## src/hw/p1bc_defines.svh

```systemverilog
// Purpose: Offsets, field positions and reset values of the port 1 basic control bank.
// Assumes: 16-bit register words, byte addresses as printed.
// Notes:   Macros only; types live in p1bc_pkg.
`ifndef P1BC_DEFINES_SVH
`define P1BC_DEFINES_SVH
`define P1BC_ADDR_W          8
`define P1BC_OFF_BASIC       8'h4c
`define P1BC_OFF_CTRL4       8'h4a
`define P1BC_OFF_STATUS      8'h4e
`define P1BC_BC_LOOP         14
`define P1BC_BC_SPEED        13
`define P1BC_BC_ANEN         12
`define P1BC_BC_PDOWN        11
`define P1BC_BC_RESTART      9
`define P1BC_BC_DUPLEX       8
`define P1BC_BC_XSTYLE       5
`define P1BC_BC_FMDIX        4
`define P1BC_BC_NOAUTOX      3
`define P1BC_BC_NOFEF        2
`define P1BC_BC_NOTX         1
`define P1BC_BC_RSVD0        0
`define P1BC_C4_LOOP         8
`define P1BC_C4_SPEED        6
`define P1BC_C4_ANEN         7
`define P1BC_C4_PDOWN        11
`define P1BC_C4_RESTART      13
`define P1BC_C4_DUPLEX       5
`define P1BC_C4_FMDIX        9
`define P1BC_C4_NOAUTOX      10
`define P1BC_C4_NOFEF        12
`define P1BC_C4_NOTX         14
`define P1BC_ST_XSTYLE       15
`define P1BC_ST_LINK         5
`define P1BC_ST_ANDONE       6
`define P1BC_ST_FEF          8
`define P1BC_RST_SPEED       1'b1
`define P1BC_RST_ANEN        1'b1
`define P1BC_RST_DUPLEX      1'b1
`define P1BC_RST_XSTYLE      1'b1
`endif

```

## src/hw/p1bc_pkg.sv

```systemverilog
// Purpose: Types shared by the port 1 basic control bank.
// Assumes: Offsets and fields come from p1bc_defines.svh.
// Notes:   One storage bit per control except restart, whose views read the bit in p1bc_restart_pulse.
package p1bc_pkg;
    typedef struct packed {
        logic loopback;
        logic speed_100;
        logic an_enable;
        logic power_down;
        logic an_restart;
        logic full_duplex;
        logic xstyle_first;
        logic force_mdix;
        logic no_auto_x;
        logic no_fef;
        logic tx_disable;
        logic rsvd0;
    } p1bc_ctrl_t;

    typedef struct packed {
        logic        link_up;
        logic        an_done;
        logic        an_failed;
        logic        fef_seen;
    } p1bc_phy_stat_t;

    typedef struct packed {
        logic speed_100;
        logic full_duplex;
    } p1bc_mode_t;
endpackage

```

## src/hw/p1bc_restart_pulse.sv

```systemverilog
// Purpose: Self-clearing restart bit that emits one restart pulse to the PHY.
// Assumes: Set and PHY acknowledge are in the core_clk domain.
// Notes:   The bit stays set until the PHY acknowledges the restart.
`timescale 1ns/1ps
module p1bc_restart_pulse (
    input  wire logic core_clk,     // Core clock.
    input  wire logic rst_b,        // Synchronous reset, active low.
    input  wire logic set_req,      // Software wrote a one.
    input  wire logic phy_ack,      // PHY has begun negotiating.
    output logic      restart_bit,  // Readable self-clearing bit.
    output logic      restart_go    // One-cycle restart pulse.
);
    logic next_restart_bit;

    always_comb
    begin
        // A new request in the acknowledge cycle keeps the bit set.
        next_restart_bit = set_req | (restart_bit & ~phy_ack);
    end

    always_ff @(posedge core_clk)
    begin
        if (!rst_b)
            restart_bit <= 1'b0;
        else
            restart_bit <= next_restart_bit;
    end

    assign restart_go = set_req & ~restart_bit;

    restart_clears_a: assert property (@(posedge core_clk) disable iff (!rst_b)
        restart_bit && phy_ack && !set_req |=> !restart_bit)
        else $error("restart bit not self-cleared");
endmodule // p1bc_restart_pulse

```

## src/hw/p1bc_basic_control.sv

```systemverilog
// Purpose: Port 1 PHY basic control register and its alias views.
// Assumes: Host register port with 16-bit data and byte enables in core_clk domain.
// Notes:   Control 4 and status bit views share storage with the basic view.
// Behaviour
// - Bit 14 loops port 2 traffic at port 1 PHY; aliases control four bit 8.
// - Bit 13 resets 1; forced 100 Mbps when one, 10 when zero.
// - Bit 12 resets 1, enables auto-negotiation; aliases control four bit 7.
// - Bit 11 powers down port 1 PHY; aliases control four bit 11.
// - Writing 1 to bit 9 restarts negotiation, then self-clears; zero ignored.
// - Bit 8 resets 1; forced full duplex when one, half when zero.
// - Negotiation enabled but failed always gives half duplex.
// - Bit 5 resets 1, selects crossover style; aliases status bit 15.
// - Bit 4 forces crossed MDI-X pin assignment; aliases control four bit 9.
// - Bit 3 disables automatic crossover detection; aliases control four bit 10.
// - Bit 2 disables far-end-fault detection for fiber; aliases control four bit 12.
// - Bit 1 stops port 1 transmitter; aliases control four bit 14.
// - Bits 15, 10, 7 and 6 are read-only zero.
`timescale 1ns/1ps
`include "p1bc_defines.svh"
module p1bc_basic_control (
    input  wire logic                       core_clk,   // Core clock, 200 MHz.
    input  wire logic                       rst_b,      // Synchronous reset, active low.
    input  wire logic [`P1BC_ADDR_W-1:0]    reg_addr,   // Register byte address.
    input  wire logic                       reg_wr,     // Write strobe.
    input  wire logic                       reg_rd,     // Read strobe.
    input  wire logic [1:0]                 reg_be,     // Byte enables.
    input  wire logic [15:0]                reg_wdata,  // Write data.
    output logic      [15:0]                reg_rdata,  // Read data, registered.
    output logic                            reg_hit,    // Address is one of the views.
    input  wire p1bc_pkg::p1bc_phy_stat_t   phy_stat,   // PHY status, same clock.
    input  wire logic                       phy_an_ack, // PHY took the restart.
    output p1bc_pkg::p1bc_ctrl_t            ctrl,       // Control bits to the PHY.
    output p1bc_pkg::p1bc_mode_t            mode,       // Resolved speed and duplex.
    output logic                            an_restart  // One-cycle restart pulse.
);
    p1bc_pkg::p1bc_ctrl_t next_ctrl;
    p1bc_pkg::p1bc_mode_t next_mode;
    logic [15:0]          next_rdata;
    logic                 restart_req;
    logic                 restart_bit;
    logic [15:0]          wmask;
    logic                 wr_basic;
    logic                 wr_c4;
    logic                 wr_st;

    function automatic logic upd(input logic cur, input logic [15:0] m,
                                 input logic [15:0] d, input int pos);
        upd = m[pos] ? d[pos] : cur;
    endfunction

    assign wmask    = {{8{reg_be[1]}}, {8{reg_be[0]}}};
    assign wr_basic = reg_wr && reg_addr == `P1BC_OFF_BASIC;
    assign wr_c4    = reg_wr && reg_addr == `P1BC_OFF_CTRL4;
    assign wr_st    = reg_wr && reg_addr == `P1BC_OFF_STATUS;
    assign reg_hit  = reg_addr == `P1BC_OFF_BASIC || reg_addr == `P1BC_OFF_CTRL4 ||
                      reg_addr == `P1BC_OFF_STATUS;

    assign restart_req = (wr_basic && wmask[`P1BC_BC_RESTART] &&
                          reg_wdata[`P1BC_BC_RESTART]) ||
                         (wr_c4 && wmask[`P1BC_C4_RESTART] &&
                          reg_wdata[`P1BC_C4_RESTART]);

    p1bc_restart_pulse u_restart (
        .core_clk    (core_clk),
        .rst_b       (rst_b),
        .set_req     (restart_req),
        .phy_ack     (phy_an_ack),
        .restart_bit (restart_bit),
        .restart_go  (an_restart)
    );

    always_comb
    begin
        next_ctrl = ctrl;
        if (wr_basic)
        begin
            next_ctrl.loopback     = upd(ctrl.loopback, wmask, reg_wdata, `P1BC_BC_LOOP);
            next_ctrl.speed_100    = upd(ctrl.speed_100, wmask, reg_wdata, `P1BC_BC_SPEED);
            next_ctrl.an_enable    = upd(ctrl.an_enable, wmask, reg_wdata, `P1BC_BC_ANEN);
            next_ctrl.power_down   = upd(ctrl.power_down, wmask, reg_wdata, `P1BC_BC_PDOWN);
            next_ctrl.full_duplex  = upd(ctrl.full_duplex, wmask, reg_wdata, `P1BC_BC_DUPLEX);
            next_ctrl.xstyle_first = upd(ctrl.xstyle_first, wmask, reg_wdata, `P1BC_BC_XSTYLE);
            next_ctrl.force_mdix   = upd(ctrl.force_mdix, wmask, reg_wdata, `P1BC_BC_FMDIX);
            next_ctrl.no_auto_x    = upd(ctrl.no_auto_x, wmask, reg_wdata, `P1BC_BC_NOAUTOX);
            next_ctrl.no_fef       = upd(ctrl.no_fef, wmask, reg_wdata, `P1BC_BC_NOFEF);
            next_ctrl.tx_disable   = upd(ctrl.tx_disable, wmask, reg_wdata, `P1BC_BC_NOTX);
            next_ctrl.rsvd0        = upd(ctrl.rsvd0, wmask, reg_wdata, `P1BC_BC_RSVD0);
        end
        else if (wr_c4)
        begin
            next_ctrl.loopback     = upd(ctrl.loopback, wmask, reg_wdata, `P1BC_C4_LOOP);
            next_ctrl.speed_100    = upd(ctrl.speed_100, wmask, reg_wdata, `P1BC_C4_SPEED);
            next_ctrl.an_enable    = upd(ctrl.an_enable, wmask, reg_wdata, `P1BC_C4_ANEN);
            next_ctrl.power_down   = upd(ctrl.power_down, wmask, reg_wdata, `P1BC_C4_PDOWN);
            next_ctrl.full_duplex  = upd(ctrl.full_duplex, wmask, reg_wdata, `P1BC_C4_DUPLEX);
            next_ctrl.force_mdix   = upd(ctrl.force_mdix, wmask, reg_wdata, `P1BC_C4_FMDIX);
            next_ctrl.no_auto_x    = upd(ctrl.no_auto_x, wmask, reg_wdata, `P1BC_C4_NOAUTOX);
            next_ctrl.no_fef       = upd(ctrl.no_fef, wmask, reg_wdata, `P1BC_C4_NOFEF);
            next_ctrl.tx_disable   = upd(ctrl.tx_disable, wmask, reg_wdata, `P1BC_C4_NOTX);
        end
        else if (wr_st)
        begin
            next_ctrl.xstyle_first = upd(ctrl.xstyle_first, wmask, reg_wdata, `P1BC_ST_XSTYLE);
        end
        next_ctrl.an_restart = restart_req | (restart_bit & ~phy_an_ack);
    end

    always_ff @(posedge core_clk)
    begin
        if (!rst_b)
        begin
            ctrl              <= '0;
            ctrl.speed_100    <= `P1BC_RST_SPEED;
            ctrl.an_enable    <= `P1BC_RST_ANEN;
            ctrl.full_duplex  <= `P1BC_RST_DUPLEX;
            ctrl.xstyle_first <= `P1BC_RST_XSTYLE;
        end
        else
        begin
            ctrl <= next_ctrl;
        end
    end

    always_comb
    begin
        next_mode = '0;
        if (!ctrl.an_enable)
        begin
            next_mode.speed_100   = ctrl.speed_100;
            next_mode.full_duplex = ctrl.full_duplex;
        end
        else
        begin
            next_mode.speed_100   = ctrl.speed_100;
            next_mode.full_duplex = phy_stat.an_done && !phy_stat.an_failed &&
                                    ctrl.full_duplex;
        end
    end

    always_ff @(posedge core_clk)
    begin
        if (!rst_b)
            mode <= '0;
        else
            mode <= next_mode;
    end

    always_comb
    begin
        next_rdata = 16'h0000;
        if (reg_addr == `P1BC_OFF_BASIC)
        begin
            next_rdata[`P1BC_BC_LOOP]    = ctrl.loopback;
            next_rdata[`P1BC_BC_SPEED]   = ctrl.speed_100;
            next_rdata[`P1BC_BC_ANEN]    = ctrl.an_enable;
            next_rdata[`P1BC_BC_PDOWN]   = ctrl.power_down;
            next_rdata[`P1BC_BC_RESTART] = restart_bit;
            next_rdata[`P1BC_BC_DUPLEX]  = ctrl.full_duplex;
            next_rdata[`P1BC_BC_XSTYLE]  = ctrl.xstyle_first;
            next_rdata[`P1BC_BC_FMDIX]   = ctrl.force_mdix;
            next_rdata[`P1BC_BC_NOAUTOX] = ctrl.no_auto_x;
            next_rdata[`P1BC_BC_NOFEF]   = ctrl.no_fef;
            next_rdata[`P1BC_BC_NOTX]    = ctrl.tx_disable;
            next_rdata[`P1BC_BC_RSVD0]   = ctrl.rsvd0;
        end
        else if (reg_addr == `P1BC_OFF_CTRL4)
        begin
            next_rdata[`P1BC_C4_LOOP]    = ctrl.loopback;
            next_rdata[`P1BC_C4_SPEED]   = ctrl.speed_100;
            next_rdata[`P1BC_C4_ANEN]    = ctrl.an_enable;
            next_rdata[`P1BC_C4_PDOWN]   = ctrl.power_down;
            next_rdata[`P1BC_C4_RESTART] = restart_bit;
            next_rdata[`P1BC_C4_DUPLEX]  = ctrl.full_duplex;
            next_rdata[`P1BC_C4_FMDIX]   = ctrl.force_mdix;
            next_rdata[`P1BC_C4_NOAUTOX] = ctrl.no_auto_x;
            next_rdata[`P1BC_C4_NOFEF]   = ctrl.no_fef;
            next_rdata[`P1BC_C4_NOTX]    = ctrl.tx_disable;
        end
        else if (reg_addr == `P1BC_OFF_STATUS)
        begin
            next_rdata[`P1BC_ST_XSTYLE]  = ctrl.xstyle_first;
            next_rdata[`P1BC_ST_FEF]     = phy_stat.fef_seen & ~ctrl.no_fef;
            next_rdata[`P1BC_ST_ANDONE]  = phy_stat.an_done;
            next_rdata[`P1BC_ST_LINK]    = phy_stat.link_up;
        end
    end

    always_ff @(posedge core_clk)
    begin
        if (!rst_b)
            reg_rdata <= 16'h0000;
        else if (reg_rd)
            reg_rdata <= next_rdata;
    end

    reserved_zero_a: assert property (@(posedge core_clk) disable iff (!rst_b)
        $past(reg_rd) && $past(reg_addr) == `P1BC_OFF_BASIC |->
        reg_rdata[15] == 1'b0 && reg_rdata[10] == 1'b0 &&
        reg_rdata[7] == 1'b0 && reg_rdata[6] == 1'b0)
        else $error("reserved basic bits read nonzero");

    alias_write_a: assert property (@(posedge core_clk) disable iff (!rst_b)
        wr_c4 && reg_be[0] |=> ctrl.speed_100 == $past(reg_wdata[`P1BC_C4_SPEED]))
        else $error("control four write missed shared bit");

    failed_half_a: assert property (@(posedge core_clk) disable iff (!rst_b)
        ctrl.an_enable && phy_stat.an_failed |=> !mode.full_duplex)
        else $error("failed negotiation not half duplex");

    forced_duplex_a: assert property (@(posedge core_clk) disable iff (!rst_b)
        !ctrl.an_enable |=> mode.full_duplex == $past(ctrl.full_duplex))
        else $error("forced duplex not applied");

    forced_speed_a: assert property (@(posedge core_clk) disable iff (!rst_b)
        !ctrl.an_enable |=> mode.speed_100 == $past(ctrl.speed_100))
        else $error("forced speed not applied");

    restart_go_a: assert property (@(posedge core_clk) disable iff (!rst_b)
        restart_req && !restart_bit |-> an_restart ##1 restart_bit)
        else $error("restart write gave no pulse");

    tx_off_a: assert property (@(posedge core_clk) disable iff (!rst_b)
        wr_basic && reg_be[0] && reg_wdata[`P1BC_BC_NOTX] |=> ctrl.tx_disable)
        else $error("transmit disable not stored");

    style_alias_a: assert property (@(posedge core_clk) disable iff (!rst_b)
        wr_st && reg_be[1] |=> ctrl.xstyle_first == $past(reg_wdata[`P1BC_ST_XSTYLE]))
        else $error("status alias write missed style bit");
endmodule // p1bc_basic_control

```

## config.mk

```make
export PLATFORM = sky130hd
export DESIGN_NAME = p1bc_basic_control
export DESIGN_NICKNAME = d
export VERILOG_FILES = /design/src/hw/p1bc_pkg.sv /design/src/hw/p1bc_restart_pulse.sv /design/src/hw/p1bc_basic_control.sv
export VERILOG_INCLUDE_DIRS = /design/src /design/src/hw
export SDC_FILE = /design/constraint.sdc
export NUM_CORES = 1
export LEC_CHECK = 0
export BUFFER_PORTS_ARGS = -buffer_cell sky130_fd_sc_hd__buf_2
export CAP_MARGIN = 20
export CELL_PAD_IN_SITES_DETAIL_PLACEMENT = 1
export CELL_PAD_IN_SITES_GLOBAL_PLACEMENT = 1
export CORE_MARGIN = 2
export CORE_UTILIZATION = 36
export CTS_BUF_LIST = sky130_fd_sc_hd__clkbuf_8
export DETAILED_ROUTE_END_ITERATION = 8
export HOLD_SLACK_MARGIN = 0.03
export PLACE_DENSITY = 0.93
export SYNTH_ARGS = -nofsm -noshare
export SYNTH_HDL_FRONTEND = slang
export SYNTH_SLANG_ARGS = --single-unit
```

## constraint.sdc

```tcl
create_clock -name core_clk -period 1.75 [get_ports core_clk]
set_input_delay 0 -clock core_clk [delete_from_list [all_inputs] [get_ports core_clk]]
set_output_delay 0 -clock core_clk [all_outputs]
set_load 0.03 [all_outputs]
```

# Word level (Yosys, flattened, before mapping)
# Index checks and enable logic that the tools add are counted.
dict set report op_classes {
  n_eq_ne 7
  mux 38
  bitwise_logic 7
  reduce_logical 22
}
# operator n
set op_table {}
lappend op_table {{$mux W1} 27}
lappend op_table {{$eq A8 B7 Y1 const B} 3}
lappend op_table {{$mux W4} 4}
lappend op_table {{$mux W6} 2}
lappend op_table {{$logic_and A1 B1 Y1} 9}
lappend op_table {{$reduce_and A3 Y1} 3}
lappend op_table {{$mux W2} 4}
lappend op_table {{$ne A2 B2 Y1 const B} 4}
lappend op_table {{$reduce_bool A2 Y1} 4}
lappend op_table {{$mux W5} 1}
lappend op_table {{$reduce_and A4 Y1} 1}
lappend op_table {{$and A1 B1 Y1} 3}
lappend op_table {{$logic_or A1 B1 Y1} 3}
lappend op_table {{$not A1 Y1} 3}
lappend op_table {{$reduce_and A2 Y1} 1}
lappend op_table {{$logic_not A1 Y1} 1}
lappend op_table {{$or A1 B1 Y1} 1}
dict set report totals {
  regBits 30
  inputBits 35
}

# Depth between registers and ports, before layout
# Gate-level depths: netlist of the first run.
dict set report logic_depth {
  word_depth 6
  mapped_depth 5
  ltp_nobuf 4
}

# By module
# Synthesis of the first run repeated with hierarchy kept, for this count alone.
dict set report unflattened {
  hier_cells 173
  hier_area_um2 1560.2
}
# mod instances cells_per_inst area_each_um2 seq_area_each_um2
set modules_own_cells {}
lappend modules_own_cells {p1bc_basic_control 1 169 1510.2 600.6}
lappend modules_own_cells {p1bc_restart_pulse 1 4 50.0 20.0}

# Worst setup path after synthesis of the first run
# OpenSTA, ideal clock, no wires.
dict set report synth_timing {
  kind {in2out}
  start {input reg_addr[5]}
  end {output an_restart}
  arrival_ps 1664
  path_slack_ps 86
  stages 3
  n_path_buf 0
  cell_sequence {or4b_4 > or3_1 > nor3_1}
}
dict set report synth_between {
  elab_chain_len 6
  elab_cells_between_ends 10
}
# element line
set synth_rtl {}
lappend synth_rtl {{from (decl)} p1bc_basic_control.sv:23} ;# input wire logic [`P1BC_ADDR_W-1:0] reg_addr,
lappend synth_rtl {{$eq A8 B7 Y1 (no line)} -}
lappend synth_rtl {{$logic_and A1 B1 Y1 (no line)} -}
lappend synth_rtl {{$logic_and A1 B1 Y1 (on tied branches) (2 in a row)} {p1bc_basic_control.sv:58, p1bc_basic_control.sv:60}}
lappend synth_rtl {{$logic_or A1 B1 Y1 *} p1bc_basic_control.sv:58} ;# assign restart_req = (wr_basic && wmask[`P1BC_BC_RESTART] &&
lappend synth_rtl {{$and A1 B1 Y1 *} p1bc_restart_pulse.sv:29} ;# assign restart_go = set_req & ~restart_bit;
lappend synth_rtl {{to (decl)} p1bc_basic_control.sv:34} ;# output logic an_restart
# Mark *: on every way between the ends. The rest lies on a longest branch, timed or not.

# Final worst setup path of the first run
# Ends and elaborated chain as after synthesis.

==> results of run 1 <==
## per-layer routing
metal | up-vias | global-route usage [%] | share of wire [%]
li1 | 745 | - | -
met1 | 742 | 23.4 | 45
met2 | 39 | 33.3 | 49
met3 | 6 | 4.84 | 5.1
met4 | 0 | 5.87 | 1.1
met5 | - | 0 | 0
## state kept, by name, indices dropped and copies added, names as in the netlist
signal and flops:
ctrl 12, mode 2, reg_rdata 16
## through the flow
step | util, % | hold WS [ns] | setup WS (ns) | cell area [sq um] | total power [mW]
finish | 48.4 | 0.0300 | 0.203 | 2090 | 1.43
CTS | 48.4 | 0.0363 | 0.209 | 2090 | 1.43
floorplan | - | 0.149 | 0.0862 | 1600 | 0.795
global placement | 45.3 | 0.260 | 0.216 | 1960 | 0.860
detailed placement | 45.3 | 0.269 | 0.210 | 1960 | 0.865
global route | 48.4 | 0.0598 | 0.140 | 2090 | 1.47
## timing repair
item                      CTS  global route
hold endpoints to repair    3             0
hold buffers                4             0
resized for setup           0             0
setup buffers               0             0
## worst max-delay path, stage by stage
cell    delay, ns
buf_2        0.11
or4b_4       0.57
or3_1        0.45
nor3_1       0.19
buf_2        0.22
## power by group through the flow
stage	logic [mW]	registers [mW]	clock network, mW
after CTS	0.170	0.687	0.576
after floorplan	0.0877	0.708	0
after global routing	0.186	0.687	0.595
after global placement	0.158	0.702	0
after detailed placement	0.163	0.702	0
final	0.171	0.687	0.569
## how the worst min path moves through the flow
stage                   from      end  depth (start not counted)
6_report       reg_wdata[15]  ctrl[5]                          3
5_1_grt        reg_wdata[15]  ctrl[5]                          3
2_1_floorplan    phy_stat[2]  mode[0]                          2
3_3_place_gp    reg_wdata[0]  ctrl[0]                          3
4_1_cts        reg_wdata[15]  ctrl[5]                          3
3_5_place_dp    reg_wdata[0]  ctrl[0]                          3
## logic make-up after synthesis
| kind of cell | Yosys count | share of synthesized area [%] |
|---|---|---|
| multiplexers | 19 | 12.6 |
| buffers and inverters | 15 | 4.23 |
| flip-flops | 30 | 37.6 |
| AND/OR/NAND/NOR | 68 | 26.8 |
| AO/OA/AOI/OAI | 37 | 18.7 |
## final cells by class
class / count / area, sq um / area share [%]
multi-input combinational: 124 / 935 / 44.7
sequential: 30 / 601 / 28.7
timing repair buffer: 73 / 393 / 18.8
clock buffer: 6 / 82.6 / 3.95
tap: 52 / 65.1 / 3.11
clock inverter: 2 / 8.76 / 0.419
inverter: 2 / 7.51 / 0.359
## cells in the final DEF, fill, tap and decap left out, types with 5 or more instances in the layout
cell type | synthesis | routed
nor2b_1 | 9 | 9
buf_2 | 3 | 66
nand4_1 | 6 | 6
and3b_1 | 5 | 5
nand2_1 | 7 | 7
a21boi_0 | 16 | 16
nand3_1 | 10 | 10
mux2_2 | 9 | 9
dfxtp_1 | 30 | 30
clkbuf_8 | 0 | 6
nand2b_1 | 21 | 21
mux2i_1 | 10 | 10
## cells in the mapped netlist, types with 2 or more instances
cell type,count,area share [%]
a21boi_0,16,7.5
a21oi_1,4,1.3
a22o_1,4,2.2
a31oi_1,2,0.78
and2_1,2,0.78
and3b_1,5,2.7
buf_2,3,0.94
buf_4,2,0.94
clkbuf_1,7,1.6
dfxtp_1,30,38
inv_1,2,0.47
mux2_2,9,6.3
mux2i_1,10,6.3
nand2_1,7,1.6
nand2b_1,21,8.2
nand3_1,10,3.1
nand4_1,6,2.4
nor2b_1,9,3.5
o2111ai_1,4,2.2
==> results.py, run 1 <==
metrics = {
    "run_status": {
        "status": "finished, final reports clean",
    },
    "grt": {
        "track_usage_pct": 19.2,
        "grt_pass1_vias": 1610,
        "grt_first_pass_wirelength_mm": 7.57,
        "antenna_found_initial": 0,
        "grt_overflow_total": 0,
        "grt_max_degree": 33,
    },
    "timing": {
        "worst_pin_slew_ns": 0.592,
        "drv_slew": 0,
        "max_freq_ghz": 0.647,
        "relSlewSlack_pct": 60.5,
        "setup_tns_ns": 0,
        "hold_violations": 0,
        "fin_crit_ns": 1.55,
        "skew_ns": 0.00331,
        "setup_viol": 0,
        "rsz0062_at_grt": "no",
        "fin_crit_sh_pct": 88.4,
    },
    "power_and_ir_drop": {
        "power.leakage_nw": 0.927,
        "switching_power_mw": 0.348,
        "clockPowerShare_pct": 39.9,
        "p_int_mw": 1.08,
        "seqPwrFrac_pct": 48.1,
        "swShare_pct": 24.4,
        "powerDensity_nw_per_um2": 682,
        "p_comb_share_pct": 12.0,
        "vdd_drop_max_mv": 0.289,
    },
    "synthesis": {
        "synth_enable_flop_cells": 0,
        "synthDistinctLibCells": 35,
        "synth_cells": 169,
        "ys_seq_area_share_pct": 37.6,
        "syn_area_per_cell_sq_um": 9.45,
        "synthArstFlopShare_pct": 0,
        "synth_fp_nets": 204,
        "netlist_area_sq_um": 1600,
        "synth_top_flop_cell": "dfxtp_1",
        "yosys_warnings": 0,
        "synth-seq-cells": 30,
    },
    "critical_path": {
        "r2r_cells": 4,
        "r2r_end": "reg_rdata[8]",
        "start_kind": "input port",
        "arrival_ns": 1.55,
        "worstSetupEndpoint": "an_restart",
        "path_max_fanout": 4,
        "reg2reg_from": "ctrl[2]",
        "ff2ff_setup_slack_ns": 0.60,
        "cp-startpoint": "reg_addr[5]",
        "crit_type": "input port to primary output",
        "endpoint_kind": "primary output",
        "critPathRequiredTime_ns": 1.75,
    },
    "drt": {
        "vias": 1532,
        "drc": 0,
        "antenna_left": 0,
        "dr.pass1.iters": 4,
        "drtIter0Drc": 60,
        "via_per_inst": 5.30,
        "wl_mm": 4.68,
        "post_drt_wl_per_cell_um": 16.2,
    },
    "floorplanning": {
        "io_pins": 67,
        "coreArea_sq_um": 4320,
        "initial_core_util_pct": 36.9,
        "die_w_um": 70.6,
        "die-area_sq_um": 4980,
        "die-height_um": 70.6,
        "fp-row-count": 24,
    },
    "layout": {
        "synthToLayoutAreaGrowth_pct": 31.0,
        "nFillCells": 554,
        "diodes": 0,
        "final_cells": 289,
        "final_nets": 271,
        "drive_above_1_share_pct": 38.0,
    },
    "cts": {
        "htree_levels": 2,
        "cts.path.max_buffers": 2,
        "clk_latency_ns": 0.28,
        "clockRootBuffer": "clkbuf_8",
        "tritoncts": "yes",
        "clock-sinks": 30,
        "path_clk_slew_ns": 0.06,
        "numCtsBuffers": 5,
    },
    "placement": {
        "portBuffers": 66,
        "hpwl_mm": 3.41,
        "place.gp.congestion": 0.773,
        "placed_cells": 277,
    },
    "job": {
        "drv_cap": 0,
    },
    "hold_path": {
        "hold_path.class": "input port to register",
    },
}
Power figures use the tool's default switching activity.
==> run 2: changes to the inputs <==
--- a/config.mk
+++ b/config.mk
@@ -15,7 +15,7 @@
 export CTS_BUF_LIST = sky130_fd_sc_hd__clkbuf_8
 export DETAILED_ROUTE_END_ITERATION = 8
 export HOLD_SLACK_MARGIN = 0.03
-export PLACE_DENSITY = 0.93
+export PLACE_DENSITY = 0.83
 export SYNTH_ARGS = -nofsm -noshare
 export SYNTH_HDL_FRONTEND = slang
 export SYNTH_SLANG_ARGS = --single-unit
==> results.py, run 2 (same netlist as run 1, synthesis figures left out) <==
metrics = {
    "run_status": {
        "status": "finished, final reports clean",
    },
    "cts": {
        "post_cts_buffers": 0,
        "numCtsBuffers": 5,
        "clockRootBuffer": "clkbuf_8",
        "clock-sinks": 30,
        "tritoncts": "yes",
        "htree_levels": 2,
        "path_clk_slew_ns": 0.06,
        "cts.path.max_buffers": 2,
        "clk_latency_ns": 0.28,
    },
    "floorplanning": {
        "fp-row-count": 24,
        "die_w_um": 70.6,
        "die-area_sq_um": 4980,
        "io_pins": 67,
        "die-height_um": 70.6,
        "coreArea_sq_um": 4320,
        "initial_core_util_pct": 36.9,
    },
    "layout": {
        "diodes": 0,
        "final_cells": 288,
        "drive_above_1_share_pct": 38.1,
        "regMostFlops": "reg_rdata",
        "final_cell_area_sq_um": 2110,
        "largest_reg_flops": 16,
        "final_cell_mix": "66 x buf_2, 30 x dfxtp_1, 21 x nand2b_1",
        "final_common_cell": "buf_2",
        "nFillCells": 540,
        "reg_top3": "reg_rdata x16, ctrl x12, mode x2",
        "synthToLayoutAreaGrowth_pct": 32.4,
        "final_nets": 271,
    },
    "grt": {
        "grt_pass1_vias": 1566,
        "grt_max_degree": 33,
        "antenna_found_initial": 0,
        "grt_first_pass_wirelength_mm": 7.63,
        "grt_overflow_total": 0,
        "track_usage_pct": 19.4,
    },
    "drt": {
        "vias": 1524,
        "via_per_inst": 5.29,
        "drc": 0,
        "antenna_left": 0,
        "dr.pass1.iters": 4,
        "wl_mm": 4.63,
        "post_drt_wl_per_cell_um": 16.1,
        "drtIter0Drc": 45,
    },
    "timing": {
        "fin_crit_sh_pct": 88.1,
        "rsz0062_at_grt": "no",
        "holdWs_ns": 0.0302,
        "skew_ns": 0.00265,
        "setup_viol": 0,
        "drv_slew": 0,
        "worst_pin_slew_ns": 0.556,
        "setup_tns_ns": 0,
        "relSlewSlack_pct": 62.9,
        "fin_crit_ns": 1.54,
        "hold_violations": 0,
        "max_freq_ghz": 0.649,
    },
    "placement": {
        "portBuffers": 66,
        "place.gp.congestion": 0.766,
        "hpwl_mm": 3.38,
        "post_dp_cell_area_sq_um": 1960,
        "placed_cells": 277,
    },
    "power_and_ir_drop": {
        "powerDensity_nw_per_um2": 739,
        "vdd_drop_max_mv": 0.513,
        "power.leakage_nw": 0.932,
        "p_total_mw": 1.56,
    },
    "job": {
        "drv_cap": 0,
    },
    "critical_path": {
        "start_kind": "input port",
        "path_max_fanout": 4,
        "crit_type": "input port to primary output",
        "arrival_ns": 1.54,
        "critPathRequiredTime_ns": 1.75,
        "endpoint_kind": "primary output",
    },
    "hold_path": {
        "hold_path.class": "input port to register",
    },
}
==> run 2: critical path, stage by stage <==
cell and delay [ns]:
buf_2 0.11, or4b_4 0.57, or3_1 0.45, nor3_1 0.19, buf_2 0.22
==> run 2: final timing paths <==
| kind | start | end | slack (ns) | cells after the start |
|---|---|---|---|---|
| max | reg_addr[5] | an_restart | 0.21 | 5 |
| min | reg_wdata[15] | ctrl[5] | 0.03 | 3 |
| max reg2reg | ctrl[2] | reg_rdata[8] | 0.58 | 4 |
| min reg2reg | reg_rdata[6] | reg_rdata[6] | 0.48 | 2 |
==> run 2: per-layer routing <==
metal  share of wire (%)  track usage [%]
met5                   0                0
met1                  43             24.0
met3                 5.3             4.84
met2                  49             32.3
met4                 2.7             8.18
==> run 2: stage by stage <==
| step | util, % | worst slack, ns |
|---|---|---|
| 2_1_floorplan | - | 0.0862 |
| 3_3_place_gp | 45.3 | 0.213 |
| 3_5_place_dp | 45.3 | 0.203 |
| 4_1_cts | 48.9 | 0.218 |
| 5_1_grt | 48.9 | 0.153 |
| 6_report | 48.9 | 0.208 |
==> run 2: final cells by class <==
type	instances	area (sq um)	share of cell area, %
sequential	30	601	28.4
timing repair buffer	73	393	18.6
tap	52	65.1	3.08
inverter	2	7.51	0.355
clock buffer	6	82.6	3.91
multi-input combinational	124	935	44.2
clock inverter	1	30.0	1.42
==> run 2: where the power goes <==
part,switching (mW),internal [mW]
registers,0.000976,0.686
clock network,0.249,0.455
logic,0.0882,0.0825
==> run 2: repair_timing <==
action	CTS	global route
gates resized for setup	0	0
endpoints found under the hold margin	3	0
hold buffers	4	0
==> run 3: changes to the inputs <==
--- a/config.mk
+++ b/config.mk
@@ -15,7 +15,7 @@
 export CTS_BUF_LIST = sky130_fd_sc_hd__clkbuf_8
 export DETAILED_ROUTE_END_ITERATION = 8
 export HOLD_SLACK_MARGIN = 0.03
-export PLACE_DENSITY = 0.83
+export PLACE_DENSITY_LB_ADDON = 0.1
 export SYNTH_ARGS = -nofsm -noshare
 export SYNTH_HDL_FRONTEND = slang
 export SYNTH_SLANG_ARGS = --single-unit
==> results.py, run 3 (same netlist as run 1, synthesis figures left out) <==
metrics = {
    "power_and_ir_drop": {
        "power.leakage_nw": 0.931,
        "swShare_pct": 24.4,
        "p_int_mw": 1.08,
        "switching_power_mw": 0.349,
        "p_comb_share_pct": 11.9,
        "vdd_drop_max_mv": 0.423,
        "clockPowerShare_pct": 40.0,
        "powerDensity_nw_per_um2": 680,
        "seqPwrFrac_pct": 48.1,
    },
    "placement": {
        "post_dp_cell_area_sq_um": 1970,
        "place.gp.congestion": 0.871,
        "hpwl_mm": 3.42,
        "portBuffers": 66,
        "dpl_worst_slack_ns": 0.247,
    },
    "floorplanning": {
        "io_pins": 67,
        "die-height_um": 70.6,
        "coreArea_sq_um": 4320,
        "fp-row-count": 24,
        "initial_core_util_pct": 36.9,
        "die-area_sq_um": 4980,
        "die_w_um": 70.6,
    },
    "timing": {
        "setup_ws_ns": 0.245,
        "drv_slew": 0,
        "fin_crit_sh_pct": 86.0,
        "fin_crit_ns": 1.50,
        "setup_viol": 0,
        "worst_pin_slew_ns": 0.472,
        "setup_tns_ns": 0,
        "max_freq_ghz": 0.665,
        "skew_ns": 0.00276,
        "hold_violations": 0,
        "relSlewSlack_pct": 68.4,
        "rsz0062_at_grt": "no",
    },
    "grt": {
        "grt_pass1_vias": 1597,
        "grt_first_pass_wirelength_mm": 7.50,
        "track_usage_pct": 19.4,
        "grt_max_degree": 33,
        "grt_overflow_total": 0,
        "antenna_found_initial": 0,
    },
    "critical_path": {
        "crit_type": "input port to primary output",
        "arrival_ns": 1.50,
        "r2r_cells": 4,
        "ff2ff_setup_slack_ns": 0.67,
        "cp-startpoint": "reg_addr[5]",
        "start_kind": "input port",
        "endpoint_kind": "primary output",
        "worstSetupEndpoint": "an_restart",
        "critPathRequiredTime_ns": 1.75,
        "path_max_fanout": 4,
        "r2r_end": "reg_rdata[8]",
        "reg2reg_from": "ctrl[2]",
    },
    "cts": {
        "postCtsHoldBufs": 4,
        "numCtsBuffers": 5,
        "clock-sinks": 30,
        "post_cts_resized": 0,
        "path_clk_slew_ns": 0.06,
        "cts.path.max_buffers": 2,
        "tritoncts": "yes",
        "clk_latency_ns": 0.29,
        "post_cts_buffers": 0,
        "clockRootBuffer": "clkbuf_8",
        "htree_levels": 2,
    },
    "layout": {
        "largest_reg_flops": 16,
        "diodes": 0,
        "final_cell_mix": "66 x buf_2, 30 x dfxtp_1, 21 x nand2b_1",
        "nFillCells": 534,
        "final_common_cell": "buf_2",
        "synthToLayoutAreaGrowth_pct": 31.5,
        "final_nets": 272,
        "final_cell_area_sq_um": 2100,
        "regMostFlops": "reg_rdata",
        "drive_above_1_share_pct": 38.2,
        "reg_top3": "reg_rdata x16, ctrl x12, mode x2",
    },
    "run_status": {
        "status": "finished, final reports clean",
    },
    "job": {
        "drv_cap": 0,
    },
    "drt": {
        "via_per_inst": 5.20,
        "drtIter0Drc": 99,
        "post_drt_wl_per_cell_um": 16.0,
        "drc": 0,
        "dr.pass1.iters": 4,
        "wl_mm": 4.64,
        "vias": 1507,
        "antenna_left": 0,
    },
    "hold_path": {
        "hold_path.class": "input port to register",
    },
}
-- run 3: how the worst min path moves through the flow --
stage	from	end	slack (ns)	cells after the start
after global placement	reg_wdata[0]	ctrl[0]	0.26	3
after global routing	phy_an_ack	ctrl[7]	0.05	3
after detailed placement	reg_wdata[0]	ctrl[0]	0.26	3
after CTS	reg_wdata[15]	ctrl[5]	0.04	3
final	reg_wdata[15]	ctrl[5]	0.04	3
after floorplan	phy_stat[2]	mode[0]	0.15	2
-- run 3: area by class of cell --
class	instances	area [sq um]	area share [%]
well taps	52	65.1	3.10
clock buffers	6	82.6	3.93
flip-flops and latches	30	601	28.6
multi-input cells	124	935	44.5
clock inverters	2	8.76	0.417
inverters	2	7.51	0.358
repair buffers	74	400	19.1
-- run 3: power by group through the flow --
stage	combinational (mW)	clock, mW	sequential (mW)
global route	0.185	0.621	0.687
floorplan	0.0877	0	0.708
global placement	0.158	0	0.702
detailed placement	0.163	0	0.702
finish	0.169	0.571	0.687
CTS	0.171	0.593	0.687
-- run 3: layer usage --
layer / global-route usage [%] / vias up / wire length (um)
li1: - / 746 / -
met1: 22.7 / 712 / 2000
met2: 34.7 / 42 / 2320
met3: 6.27 / 7 / 263
met4: 4.40 / 0 / 50
met5: 0 / - / 0
-- run 3: critical path, stage by stage --
cell,delay [ns]
buf_2,0.11
or4b_4,0.57
or3_1,0.42
nor3_1,0.18
buf_2,0.22
-- run 3: stage by stage --
step	power (mW)	std cells	util (%)	hold slack [ns]
global placement	0.860	278	45.5	0.259
finish	1.43	290	48.6	0.0380
CTS	1.45	290	48.6	0.0415
floorplan	0.795	169	-	0.149
detailed placement	0.865	278	45.5	0.265
global route	1.49	290	48.6	0.0453
